`config.mk`:
```
export PLATFORM = sky130hd
export DESIGN_NAME = usp_select_port
export DESIGN_NICKNAME = d
export VERILOG_FILES = /design/src/verilog/usp_pkg.sv /design/src/verilog/usp_unit_mux.sv /design/src/verilog/usp_select_port.sv
export SDC_FILE = /design/constraint.sdc
export NUM_CORES = 1
export LEC_CHECK = 0
export BUFFER_PORTS_ARGS = -buffer_cell sky130_fd_sc_hd__buf_2
export CORE_UTILIZATION = 50
export CTS_CLUSTER_DIAMETER = 80
export DETAILED_ROUTE_END_ITERATION = 6
export GPL_TIMING_DRIVEN = 0
export PLACE_DENSITY = 0.76
export SYNTH_ARGS = -nofsm -noshare
export SYNTH_HDL_FRONTEND = slang
export SYNTH_SLANG_ARGS = --single-unit
```
`constraint.sdc`:
```
create_clock -name i_mclk -period 2.2 [get_ports i_mclk]
set_input_delay 0.44 -clock i_mclk [delete_from_list [all_inputs] [get_ports i_mclk]]
set_output_delay 0.44 -clock i_mclk [all_outputs]
set_load 0.1 [all_outputs]
```
`src/verilog/usp_pkg.sv`:
```
package usp_pkg;

    localparam int          USP_CHANNELS      = 2;
    localparam int          USP_ADDR_W        = 4;
    localparam int          USP_BUS_W         = 8;
    localparam int          USP_STAT_W        = 7;
    localparam int          USP_UNIT_W        = 4;

    // Output-bus selector codes, bit 0 then bit 1.
    localparam logic [1:0]  USP_SEL_STATUS    = 2'h1;
    localparam logic [1:0]  USP_SEL_UNIT      = 2'h2;
    localparam logic [1:0]  USP_SEL_DIAG      = 2'h3;

    localparam int          USP_VALID_POS     = 7;

    // Replaceable-unit codes.
    localparam logic [3:0]  USP_UNIT_NONE     = 4'h0;
    localparam logic [3:0]  USP_UNIT_CTRL_A   = 4'h1;
    localparam logic [3:0]  USP_UNIT_MODULE_A = 4'h2;
    localparam logic [3:0]  USP_UNIT_POWER    = 4'h3;
    localparam logic [3:0]  USP_UNIT_IO       = 4'h4;
    localparam logic [3:0]  USP_UNIT_CTRL_B   = 4'h5;
    localparam logic [3:0]  USP_UNIT_MODULE_B = 4'h6;

    // Register port offsets.
    localparam logic [3:0]  USP_REG_CTRL      = 4'h0;
    localparam logic [3:0]  USP_REG_STATE     = 4'h1;
    localparam logic [3:0]  USP_REG_IRQ_STAT  = 4'h2;
    localparam logic [3:0]  USP_REG_IRQ_MASK  = 4'h3;
    localparam logic [3:0]  USP_REG_DEVTYPE   = 4'h4;

    // Control register fields.
    localparam int          USP_CTRL_DIS0     = 0;
    localparam int          USP_CTRL_DIS1     = 1;
    localparam logic [7:0]  USP_CTRL_RST      = 8'h00;
    localparam logic [7:0]  USP_DEVTYPE_RST   = 8'h00;
    localparam logic [3:0]  USP_MASK_RST      = 4'h0;

    // Interrupt status bits.
    localparam int          USP_IRQ_SEL0      = 0;
    localparam int          USP_IRQ_SEL1      = 1;
    localparam int          USP_IRQ_PRIO      = 2;
    localparam int          USP_IRQ_REFUSED   = 3;
    localparam int          USP_IRQ_W         = 4;

endpackage : usp_pkg

```
`src/verilog/usp_unit_mux.sv`:
```
`timescale 1ns/1ps
// Builds the input-bus byte for one channel from the selector bits.
module usp_unit_mux (
    input  wire logic                          i_mclk,
    input  wire logic                          i_rst_n,
    input  wire logic                          i_enable,
    input  wire logic [1:0]                    i_selector,
    input  wire logic                          i_tag4,
    input  wire logic                          i_tag5,
    input  wire logic [usp_pkg::USP_STAT_W-1:0] i_op_status,
    input  wire logic                          i_status_valid,
    input  wire logic [usp_pkg::USP_UNIT_W-1:0] i_unit_code,
    input  wire logic                          i_diag_running,
    input  wire logic [usp_pkg::USP_BUS_W-1:0]  i_device_type,
    output logic      [usp_pkg::USP_BUS_W-1:0]  o_bus_in
);
    import usp_pkg::*;

    logic [USP_BUS_W-1:0] bus_d;

    always_comb begin
        bus_d = '0;
        if (i_enable) begin
            if (i_tag4 && i_tag5) begin
                bus_d = i_device_type;
            end else begin
                case (i_selector)
                    USP_SEL_STATUS: begin
                        bus_d = {i_status_valid, i_op_status};
                    end
                    USP_SEL_UNIT: begin
                        // Bits 4..6 held low so a stale status cannot leak out.
                        bus_d = {i_status_valid, 3'h0, i_unit_code};
                    end
                    USP_SEL_DIAG: begin
                        bus_d = {i_diag_running, 7'h00};
                    end
                    default: begin
                        bus_d = '0;
                    end
                endcase
            end
        end
    end

    always_ff @(posedge i_mclk or negedge i_rst_n) begin
        if (!i_rst_n) begin
            o_bus_in <= '0;
        end else begin
            o_bus_in <= bus_d;
        end
    end

endmodule : usp_unit_mux

```
`src/verilog/usp_select_port.sv`:
```
`timescale 1ns/1ps
// Contract
// - Selector 10 returns status, bit7 valid.
// - Selector 01 returns replaceable unit code.
// - Unit mode: bits 4-6 unused, bit7 valid.
// - Selector 11: diagnostic running on bit7.
// - Tags 4+5 return device type byte.
// - Commands ignored until selected.
// - Receivers and drivers off while unselected.
// - Own address from 0..15 switches.
// - Compare addresses on select tag.
// - Match needs equal address, cable present.
// - Match drives unit selected response.
// - Match sets connection latch, enables interface.
// - One controller at a time, resolve ties.
// - Reserved: owner selectable, other refused.
// - Release clears reserved condition.
// - Priority select takes over, disables holder.
// - Maintenance disable per channel.
module usp_select_port (
    input  wire logic                            i_mclk,
    input  wire logic                            i_rst_n,
    input  wire logic [3:0]                      i_addr_switch,
    input  wire logic [1:0]                      i_unit_select_tag,
    input  wire logic [7:0]                      i_unit_select_addr,
    input  wire logic [1:0]                      i_cable_absent,
    input  wire logic [1:0]                      i_release,
    input  wire logic [1:0]                      i_priority_select,
    input  wire logic [3:0]                      i_bus_out_sel,
    input  wire logic [1:0]                      i_tag4,
    input  wire logic [1:0]                      i_tag5,
    input  wire logic [usp_pkg::USP_STAT_W-1:0]   i_op_status,
    input  wire logic                            i_status_valid,
    input  wire logic [usp_pkg::USP_UNIT_W-1:0]   i_unit_code,
    input  wire logic                            i_diag_running,
    input  wire logic [3:0]                      i_reg_addr,
    input  wire logic [7:0]                      i_reg_wdata,
    input  wire logic                            i_reg_wr,
    input  wire logic                            i_reg_rd,
    output logic      [7:0]                      o_reg_rdata,
    output logic      [1:0]                      o_unit_selected,
    output logic      [1:0]                      o_iface_enable,
    output logic      [1:0]                      o_reserved,
    output logic      [15:0]                     o_bus_in,
    output logic                                 o_irq
);
    import usp_pkg::*;

    logic [7:0]           ctrl_q;
    logic [7:0]           devtype_q;
    logic [USP_IRQ_W-1:0] irq_stat_q;
    logic [USP_IRQ_W-1:0] irq_mask_q;
    logic [1:0]           latch_q;
    logic [1:0]           reserved_q;
    logic [1:0]           prio_dis_q;
    logic                 turn_q;
    logic [1:0]           match;
    logic [1:0]           allowed;
    logic [1:0]           grant;
    logic [1:0]           want;
    logic [1:0]           maint_dis;
    logic [1:0]           refused;
    logic [USP_IRQ_W-1:0] irq_event;

    assign maint_dis = {ctrl_q[USP_CTRL_DIS1], ctrl_q[USP_CTRL_DIS0]};

    genvar ch;
    generate
        for (ch = 0; ch < USP_CHANNELS; ch++) begin : g_chan
            // Address lines are assumed settled while the tag is high.
            assign match[ch] = i_unit_select_tag[ch]
                             && (i_unit_select_addr[ch*4 +: 4] == i_addr_switch)
                             && !i_cable_absent[ch]
                             && !maint_dis[ch]
                             && !prio_dis_q[ch];
            // The other side's reservation or selection blocks this one.
            assign allowed[ch] = !latch_q[1-ch] && !reserved_q[1-ch];
            assign refused[ch] = match[ch] && !allowed[ch];
            assign o_unit_selected[ch] = match[ch] && allowed[ch] && grant[ch];
            assign o_iface_enable[ch]  = latch_q[ch];

            usp_unit_mux u_mux (
                .i_mclk         (i_mclk),
                .i_rst_n        (i_rst_n),
                .i_enable       (latch_q[ch]),
                .i_selector     (i_bus_out_sel[ch*2 +: 2]),
                .i_tag4         (i_tag4[ch]),
                .i_tag5         (i_tag5[ch]),
                .i_op_status    (i_op_status),
                .i_status_valid (i_status_valid),
                .i_unit_code    (i_unit_code),
                .i_diag_running (i_diag_running),
                .i_device_type  (devtype_q),
                .o_bus_in       (o_bus_in[ch*8 +: 8])
            );
        end
    endgenerate

    // Simultaneous attempts are decided by an alternating turn bit, so neither side starves.
    // Only attempts that could succeed compete. A channel that already holds the drive
    // keeps its grant while the other side merely tries and gets refused.
    always_comb begin
        want  = match & (allowed | i_priority_select);
        grant = 2'h0;
        if (want[0] && want[1]) begin
            grant[turn_q] = 1'b1;
        end else begin
            grant = want;
        end
    end

    always_ff @(posedge i_mclk or negedge i_rst_n) begin
        if (!i_rst_n) begin
            turn_q <= 1'b0;
        end else begin
            turn_q <= ~turn_q;
        end
    end

    // The connection latch follows the tag: it drops when the tag goes away.
    always_ff @(posedge i_mclk or negedge i_rst_n) begin
        if (!i_rst_n) begin
            latch_q <= 2'h0;
        end else begin
            for (int i = 0; i < USP_CHANNELS; i++) begin
                if (i_priority_select[i] && match[i] && grant[i]) begin
                    latch_q[i] <= 1'b1;
                end else if (i_priority_select[1-i] && match[1-i] && grant[1-i]) begin
                    latch_q[i] <= 1'b0;
                end else if (!match[i]) begin
                    latch_q[i] <= 1'b0;
                end else if (allowed[i] && grant[i]) begin
                    latch_q[i] <= 1'b1;
                end
            end
        end
    end

    always_ff @(posedge i_mclk or negedge i_rst_n) begin
        if (!i_rst_n) begin
            reserved_q <= 2'h0;
        end else begin
            for (int i = 0; i < USP_CHANNELS; i++) begin
                if (i_priority_select[1-i] && match[1-i] && grant[1-i]) begin
                    reserved_q[i] <= 1'b0;
                end else if (latch_q[i] && i_release[i]) begin
                    reserved_q[i] <= 1'b0;
                end else if (latch_q[i]) begin
                    reserved_q[i] <= 1'b1;
                end
            end
        end
    end

    // A priority take-over shuts the losing channel until its disable is cleared by software.
    always_ff @(posedge i_mclk or negedge i_rst_n) begin
        if (!i_rst_n) begin
            prio_dis_q <= 2'h0;
        end else begin
            for (int i = 0; i < USP_CHANNELS; i++) begin
                if (i_priority_select[1-i] && match[1-i] && grant[1-i]) begin
                    prio_dis_q[i] <= 1'b1;
                end else if (i_reg_wr && i_reg_addr == USP_REG_STATE && i_reg_wdata[4+i]) begin
                    prio_dis_q[i] <= 1'b0;
                end
            end
        end
    end

    assign irq_event[USP_IRQ_SEL0]    = latch_q[0] == 1'b0 && o_unit_selected[0];
    assign irq_event[USP_IRQ_SEL1]    = latch_q[1] == 1'b0 && o_unit_selected[1];
    assign irq_event[USP_IRQ_PRIO]    = |(i_priority_select & match & grant);
    assign irq_event[USP_IRQ_REFUSED] = |refused;

    always_ff @(posedge i_mclk or negedge i_rst_n) begin
        if (!i_rst_n) begin
            ctrl_q    <= USP_CTRL_RST;
            devtype_q <= USP_DEVTYPE_RST;
        end else if (i_reg_wr) begin
            if (i_reg_addr == USP_REG_CTRL) begin
                ctrl_q <= i_reg_wdata;
            end
            if (i_reg_addr == USP_REG_DEVTYPE) begin
                devtype_q <= i_reg_wdata;
            end
        end
    end

    always_ff @(posedge i_mclk or negedge i_rst_n) begin
        if (!i_rst_n) begin
            irq_mask_q <= USP_MASK_RST;
        end else if (i_reg_wr && i_reg_addr == USP_REG_IRQ_MASK) begin
            irq_mask_q <= i_reg_wdata[USP_IRQ_W-1:0];
        end
    end

    // Set wins over a write-one clear in the same cycle.
    always_ff @(posedge i_mclk or negedge i_rst_n) begin
        if (!i_rst_n) begin
            irq_stat_q <= '0;
        end else begin
            for (int i = 0; i < USP_IRQ_W; i++) begin
                if (irq_event[i]) begin
                    irq_stat_q[i] <= 1'b1;
                end else if (i_reg_wr && i_reg_addr == USP_REG_IRQ_STAT && i_reg_wdata[i]) begin
                    irq_stat_q[i] <= 1'b0;
                end
            end
        end
    end

    assign o_irq      = |(irq_stat_q & irq_mask_q);
    assign o_reserved = reserved_q;

    always_ff @(posedge i_mclk or negedge i_rst_n) begin
        if (!i_rst_n) begin
            o_reg_rdata <= 8'h00;
        end else if (i_reg_rd) begin
            case (i_reg_addr)
                USP_REG_CTRL:     o_reg_rdata <= ctrl_q;
                USP_REG_STATE:    o_reg_rdata <= {2'h0, prio_dis_q, reserved_q, latch_q};
                USP_REG_IRQ_STAT: o_reg_rdata <= {4'h0, irq_stat_q};
                USP_REG_IRQ_MASK: o_reg_rdata <= {4'h0, irq_mask_q};
                USP_REG_DEVTYPE:  o_reg_rdata <= devtype_q;
                default:          o_reg_rdata <= 8'h00;
            endcase
        end else begin
            o_reg_rdata <= 8'h00;
        end
    end

endmodule : usp_select_port

```
==> results of run 1 <==
-- per-layer routing --
layer | track usage, % | share of wire [%] | up-vias
met2 | 39.2 | 49 | 116
li1 | - | - | 1054
met5 | 0 | 0 | -
met4 | 4.82 | 0.67 | 0
met1 | 33.5 | 44 | 1124
met3 | 5.01 | 6.5 | 8
-- power groups by stage --
stage / logic, W / clock network (W) / registers, W
final: 0.000822 / 0.000573 / 0.00129
after global routing: 0.000876 / 0.000618 / 0.00131
after CTS: 0.000801 / 0.000582 / 0.00128
after detailed placement: 0.000746 / 0 / 0.00130
after global placement: 0.000737 / 0 / 0.00130
after floorplan: 0.000412 / 0 / 0.00142
-- registers in the layout, indices dropped and copies added (netlist names) --
| signal | cells |
|---|---|
| ctrl_q | 8 |
| devtype_q | 8 |
| g_chan.u_mux.o_bus_in | 16 |
| irq_mask_q | 4 |
| irq_stat_q | 4 |
| o_iface_enable | 2 |
| o_reg_rdata | 8 |
| o_reserved | 2 |
| prio_dis_q | 2 |
| turn_q | 1 |
-- cell usage after synthesis (all sizes together) (2+ instances only) --
master and n:
a22oi 8, nand3 5, a211oi 4, nor4b 2, and2 5, clkbuf 2
a22o 6, o2111ai 2, nand2 16, nor3 7, clkinv 2, nor2b 5
o21ai 5, xnor2 4, nor4 2, xor2 4, a32oi 6, nor2 29
dfrtp 55, a222oi 12, mux2 26, a21oi 4, buf 4
-- worst max-delay path: stages (launching register included) --
cell and delay [ns]:
dfrtp_1 0.39, nand2b_4 0.15, nor4_4 0.29, o2111ai_2 0.19, and3_4 0.23, buf_12 0.16
-- kinds of logic after synthesis --
logic type / count (synthesis) / synth area share (%)
AO/OA/AOI/OAI: 51 / 15.8
XOR/XNOR: 8 / 2.67
buffers and inverters: 9 / 1.77
AND/OR/NAND/NOR: 77 / 16.1
flip-flops: 55 / 52.5
multiplexers: 26 / 11.2
-- final timing paths --
kind | depth (start not counted) | slack, ns | endpoint | startpoint
worst max-delay path | 5 | 0.04 | o_unit_selected[1] | prio_dis_q[0]
worst max register to register | 5 | 0.39 | irq_stat_q[2] | ctrl_q[1]
min in group i_mclk | 2 | 0.38 | devtype_q[7] | i_reg_wdata[7]
max in group asynchronous | 1 | 1.04 | o_reserved[1] | i_rst_n
worst min-delay path | 1 | 0.36 | g_chan[1].u_mux.o_bus_in[6] | i_rst_n
worst min register to register | 1 | 0.50 | turn_q | turn_q
-- cells in the final DEF (no fill, tap or decap), types with 2 or more instances in the layout --
cell type and instances:
mux2_2 26, nor4_4 2, a22oi_1 8, dfrtp_2 2, nand2_1 12, nand2_4 2
nor2_2 2, nor2b_1 5, nor3_1 6, xor2_1 4, buf_4 10, buf_2 82
clkinv_1 2, a21oi_1 4, and2_1 5, nor2_4 2, a32oi_1 6, clkbuf_1 3
a22o_1 6, o21ai_1 2, nand3_1 5, a222oi_1 12, xnor2_1 4, dfrtp_1 53
clkbuf_8 6, a211oi_1 4, nand2_2 2, nor4b_4 2, buf_12 2, o21ai_0 2
nor2_1 25
-- cell type report --
class                   count  share of cell area, %
clock inverters             1                  0.259
inverters                   3                  0.333
clock buffers               7                   2.55
flip-flops and latches     55                   40.8
multi-input cells         162                   37.9
repair buffers             90                   14.7
plain buffers               6                   1.04
well taps                  67                   2.48
-- metrics by stage --
step / worst slack, ns / hold slack (ns) / cells
2_1_floorplan: 0.0702 / 0.144 / 226
4_1_cts: -0.000309 / 0.373 / 390
3_5_place_dp: -0.134 / 0.437 / 376
3_3_place_gp: -0.0821 / 0.421 / 376
6_report: 0.0384 / 0.360 / 391
5_1_grt: -0.0375 / 0.376 / 391
-- timing repair --
| item | CTS | global route |
|---|---|---|
| pin swaps | 6 | 2 |
| setup buffers | 6 | 1 |
| setup endpoints to repair | 2 | 2 |
| gates resized for setup | 19 | 4 |
==> flow_summary_export.csv, run 1 <==
group,metric,value,unit
synth,synth-seq-cells,55,
global_routing,grt_pass1_wl,10000,um
floorplan,core,0.00488,mm^2
setup_path,path_class,"flop to output pin",
power_and_ir_drop,swShare,36.1,%
global_routing,antenna_found_initial,0,
global_routing,track_usage,24.1,%
power_and_ir_drop,comb_power_share,30.7,%
setup_path,worst_setup_path_end_kind,"output pin",
synth,yosys_warnings,0,
cts,hold_buffers,0,
floorplan,ioPinCount,88,
timing,fin_worst_skew,0.0103,ns
synth,synthDistinctLibCells,40,
setup_path,required,1.76,ns
floorplan,initial_core_util,53.7,%
synth,seq_area_frac_synth,52.5,%
synth,ys.flop_type,"dfrtp_1",
power_and_ir_drop,p_int,0.00171,W
drt,drt_first_iter_violations,217,
timing,max_freq,0.463,GHz
power_and_ir_drop,power.share.clock,21.4,%
power_and_ir_drop,leakage,1.62,nW
global_routing,grt_pass1_vias,2135,
global_routing,gr-total-overflow,0,
cts,clk_pin_slew,0.10,ns
cts,htree_levels,2,
synth,netlist_area,0.00262,mm^2
layout,syn2layout_area_growth,29.0,%
timing,post-route-period-util,98.3,%
layout,diodes,0,
min_path,hp-class,"primary input to asynchronous set/reset pin",
placed_design,place_congestion,0.834,
job,maxCapViolations,0,
synth,synthArstFlopShare,100,%
floorplan,dieHeight,74.4,um
placed_design,hpwl,4650,um
drt,wire_per_inst,16.8,um
drt,drc,0,
layout,regArea,0.00138,mm^2
setup_path,critical_path_arrival,1.72,ns
placed_design,placed_area,0.00313,mm^2
timing,finalSetupViolCount,0,
drt,vias,2302,
setup_path,start_kind,"flop",
setup_path,path_max_fanout,3,
floorplan,rows,25,
layout,multiInputGateArea,0.00128,mm^2
layout,layout-drive-gt1-share,45.7,%
timing,rsz0062_at_grt,"yes",
layout,nets,380,
outcome,outcome,"finished clean",
synth,yosys.area.top_type,"dfrtp_1",
cts,clkLatencyLatePin,0.31,ns
power_and_ir_drop,power.switching,0.000969,W
synth,synth_area_leaders,"dfrtp_1, mux2_2, a222oi_1",
timing,hold_viol,0,
synth,syn-instance-count,226,
layout,utilization,69.3,%
synth,synth_nets,283,
synth,synth_edf_count,0,
cts,cts_root_buffer,"clkbuf_8",
layout,num-fill-cells,380,
power_and_ir_drop,peakVddDrop,775,uV
timing,fin_setup_tns,0,ns
drt,first_pass_iters,5,
drt,routed_wl,6560,um
layout,design_area,0.00338,mm^2
cts,cts.path.max_buffers,2,
drt,vias_per_cell,5.89,
timing,slew_headroom,21.9,%
drt,ant_nets,0,
power_and_ir_drop,power,0.00268,W
power_and_ir_drop,seq_power_share,48.0,%
floorplan,die-area,0.00554,mm^2
timing,min_period,2.16,ns
global_routing,grt_start_max_net_pins,56,
cts,cts_sinks,55,
timing,finalMaxSlewViolations,0,
floorplan,dieWidth,74.4,um
cts,cts_tree,"yes",
synth,synth.top_cell.area_share,52.5,%
placed_design,io_buffers,83,
timing,tightest_slew,1.17,ns
cts,cts_buffers,5,
power_and_ir_drop,power_density,793,mW/mm^2
synth,syn-mean-instance-area,11.6,um^2
Note: power is estimated with default switching activity, not from simulation.
==> run 2: changes to the inputs <==
--- a/config.mk
+++ b/config.mk
@@ -10,6 +10,7 @@
 export CTS_CLUSTER_DIAMETER = 80
 export DETAILED_ROUTE_END_ITERATION = 6
 export GPL_TIMING_DRIVEN = 0
+export MAX_ROUTING_LAYER = met4
 export PLACE_DENSITY = 0.76
 export SYNTH_ARGS = -nofsm -noshare
 export SYNTH_HDL_FRONTEND = slang
==> flow_summary_export.csv, run 2 (synthesis gave the netlist of run 1 again) <==
group,metric,value,unit
outcome,outcome,"finished clean",
placed_design,place_inst,376,
job,maxCapViolations,0,
cts,cts_root_buffer,"clkbuf_8",
floorplan,dieWidth,74.4,um
timing,finalMaxSlewViolations,0,
layout,regArea,0.00138,mm^2
cts,cts_tree,"yes",
cts,clk_pin_slew,0.10,ns
timing,fin_setup_tns,0,ns
global_routing,grt_start_max_net_pins,56,
placed_design,post-place-ws,-0.134,ns
power_and_ir_drop,power.share.clock,21.3,%
layout,syn2layout_area_growth,29.0,%
drt,routed_wl,6600,um
layout,mostFrequentLayoutCells,"buf_2, dfrtp_1, mux2_2",
timing,setup_ws,0.0261,ns
drt,ant_nets,0,
placed_design,place_congestion,0.847,
floorplan,dieHeight,74.4,um
cts,cts_sinks,55,
setup_path,required,1.76,ns
power_and_ir_drop,power_density,793,mW/mm^2
power_and_ir_drop,power.switching,0.000969,W
timing,finalSetupViolCount,0,
layout,layout-drive-gt1-share,45.7,%
setup_path,path_class,"flop to output pin",
floorplan,die-area,0.00554,mm^2
timing,hold_viol,0,
layout,multiInputGateArea,0.00128,mm^2
power_and_ir_drop,swShare,36.1,%
layout,top_register,"g_chan.u_mux.o_bus_in",
timing,timing.hold.ws,0.363,ns
setup_path,start_kind,"flop",
setup_path,cp_slowest_stage_delay,0.39,ns
setup_path,cp_cell_sequence,"nand2b_4, nor4_4, o2111ai_2, and3_4, buf_12",
drt,first_pass_iters,7,
power_and_ir_drop,seq_power_share,48.0,%
drt,drt_first_iter_violations,202,
drt,vias,2305,
setup_path,path_buf_inv,1,
drt,drc,0,
global_routing,gr-total-overflow,0,
setup_path,critPathSlowestCell,"dfrtp_1",
floorplan,ioPinCount,88,
timing,min_period,2.17,ns
timing,fin_worst_skew,0.0101,ns
layout,num-fill-cells,380,
min_path,hp-class,"primary input to asynchronous set/reset pin",
setup_path,path_max_fanout,3,
cts,hold_buffers,0,
placed_design,hpwl,4650,um
cts,cts.path.max_buffers,2,
layout,fin_cells,391,
setup_path,worst_setup_path_end_kind,"output pin",
setup_path,crit_family,"simple AND/OR/NAND/NOR gates",
layout,final_common_cell,"buf_2",
global_routing,antenna_found_initial,0,
floorplan,rows,25,
power_and_ir_drop,comb_power_share,30.7,%
timing,max_freq,0.460,GHz
power_and_ir_drop,p_int,0.00171,W
cts,clkLatencyLatePin,0.31,ns
layout,diodes,0,
cts,cts_buffers,5,
power_and_ir_drop,leakage,1.62,nW
floorplan,initial_core_util,53.7,%
timing,slew_headroom,21.6,%
drt,vias_per_cell,5.90,
drt,wire_per_inst,16.9,um
layout,nets,380,
power_and_ir_drop,peakVddDrop,774,uV
cts,htree_levels,2,
global_routing,track_usage,24.9,%
setup_path,critical_path_arrival,1.73,ns
global_routing,grt_pass1_vias,2135,
layout,utilization,69.3,%
timing,tightest_slew,1.18,ns
placed_design,io_buffers,83,
timing,post-route-period-util,98.8,%
layout,largest_reg_flops,16,
timing,rsz0062_at_grt,"yes",
floorplan,core,0.00488,mm^2
global_routing,grt_pass1_wl,10000,um
==> run 2: cell counts in the layout (fill, tap and decap cells not counted) <==
Identical to the previous run, type by type.
==> run 2: timing repair <==
item,in CTS,in global routing
endpoints found under the hold margin,0,0
pin swaps,6,2
setup buffers,6,1
setup endpoints to repair,2,2
resized for setup,19,4
==> run 2: per-layer routing <==
metal,routed length [um],track usage (%),part of all wire [%],vias to the layer above
li1,-,-,-,1053
met1,2870,33.5,44,1139
met2,3270,39.2,50,108
met3,417,4.88,6.3,5
met4,35,4.82,0.53,0
met5,0,-,0,-
==> run 2: metrics by stage <==
step                area [um^2]  power (W)
floorplan                  2630    0.00183
global placement           3130    0.00203
detailed placement         3130    0.00204
CTS                        3360    0.00266
global route               3380    0.00280
finish                     3380    0.00268
==> run 2: layout make-up <==
class / count / area share, %
sequential: 55 / 40.8
multi-input combinational: 162 / 37.9
timing repair buffer: 90 / 14.7
clock buffer: 7 / 2.55
tap: 67 / 2.48
buffer: 6 / 1.04
inverter: 3 / 0.333
clock inverter: 1 / 0.259
==> run 2: power groups by stage <==
stage	registers (W)	clock network (W)	logic, W
6_report	0.00129	0.000572	0.000823
5_1_grt	0.00131	0.000618	0.000876
4_1_cts	0.00128	0.000582	0.000801
3_5_place_dp	0.00130	0	0.000746
3_3_place_gp	0.00130	0	0.000737
2_1_floorplan	0.00142	0	0.000412
==> run 2: worst paths after layout <==
kind	to	start	cells after the start	slack, ns
setup / recovery	o_unit_selected[1]	prio_dis_q[0]	5	0.03
hold / removal	g_chan[1].u_mux.o_bus_in[6]	i_rst_n	1	0.36
setup reg to reg	o_reserved[1]	ctrl_q[1]	5	0.40
hold reg to reg	turn_q	turn_q	1	0.50
max in group asynchronous	o_reserved[1]	i_rst_n	1	1.04
min in group i_mclk	devtype_q[7]	i_reg_wdata[7]	2	0.38
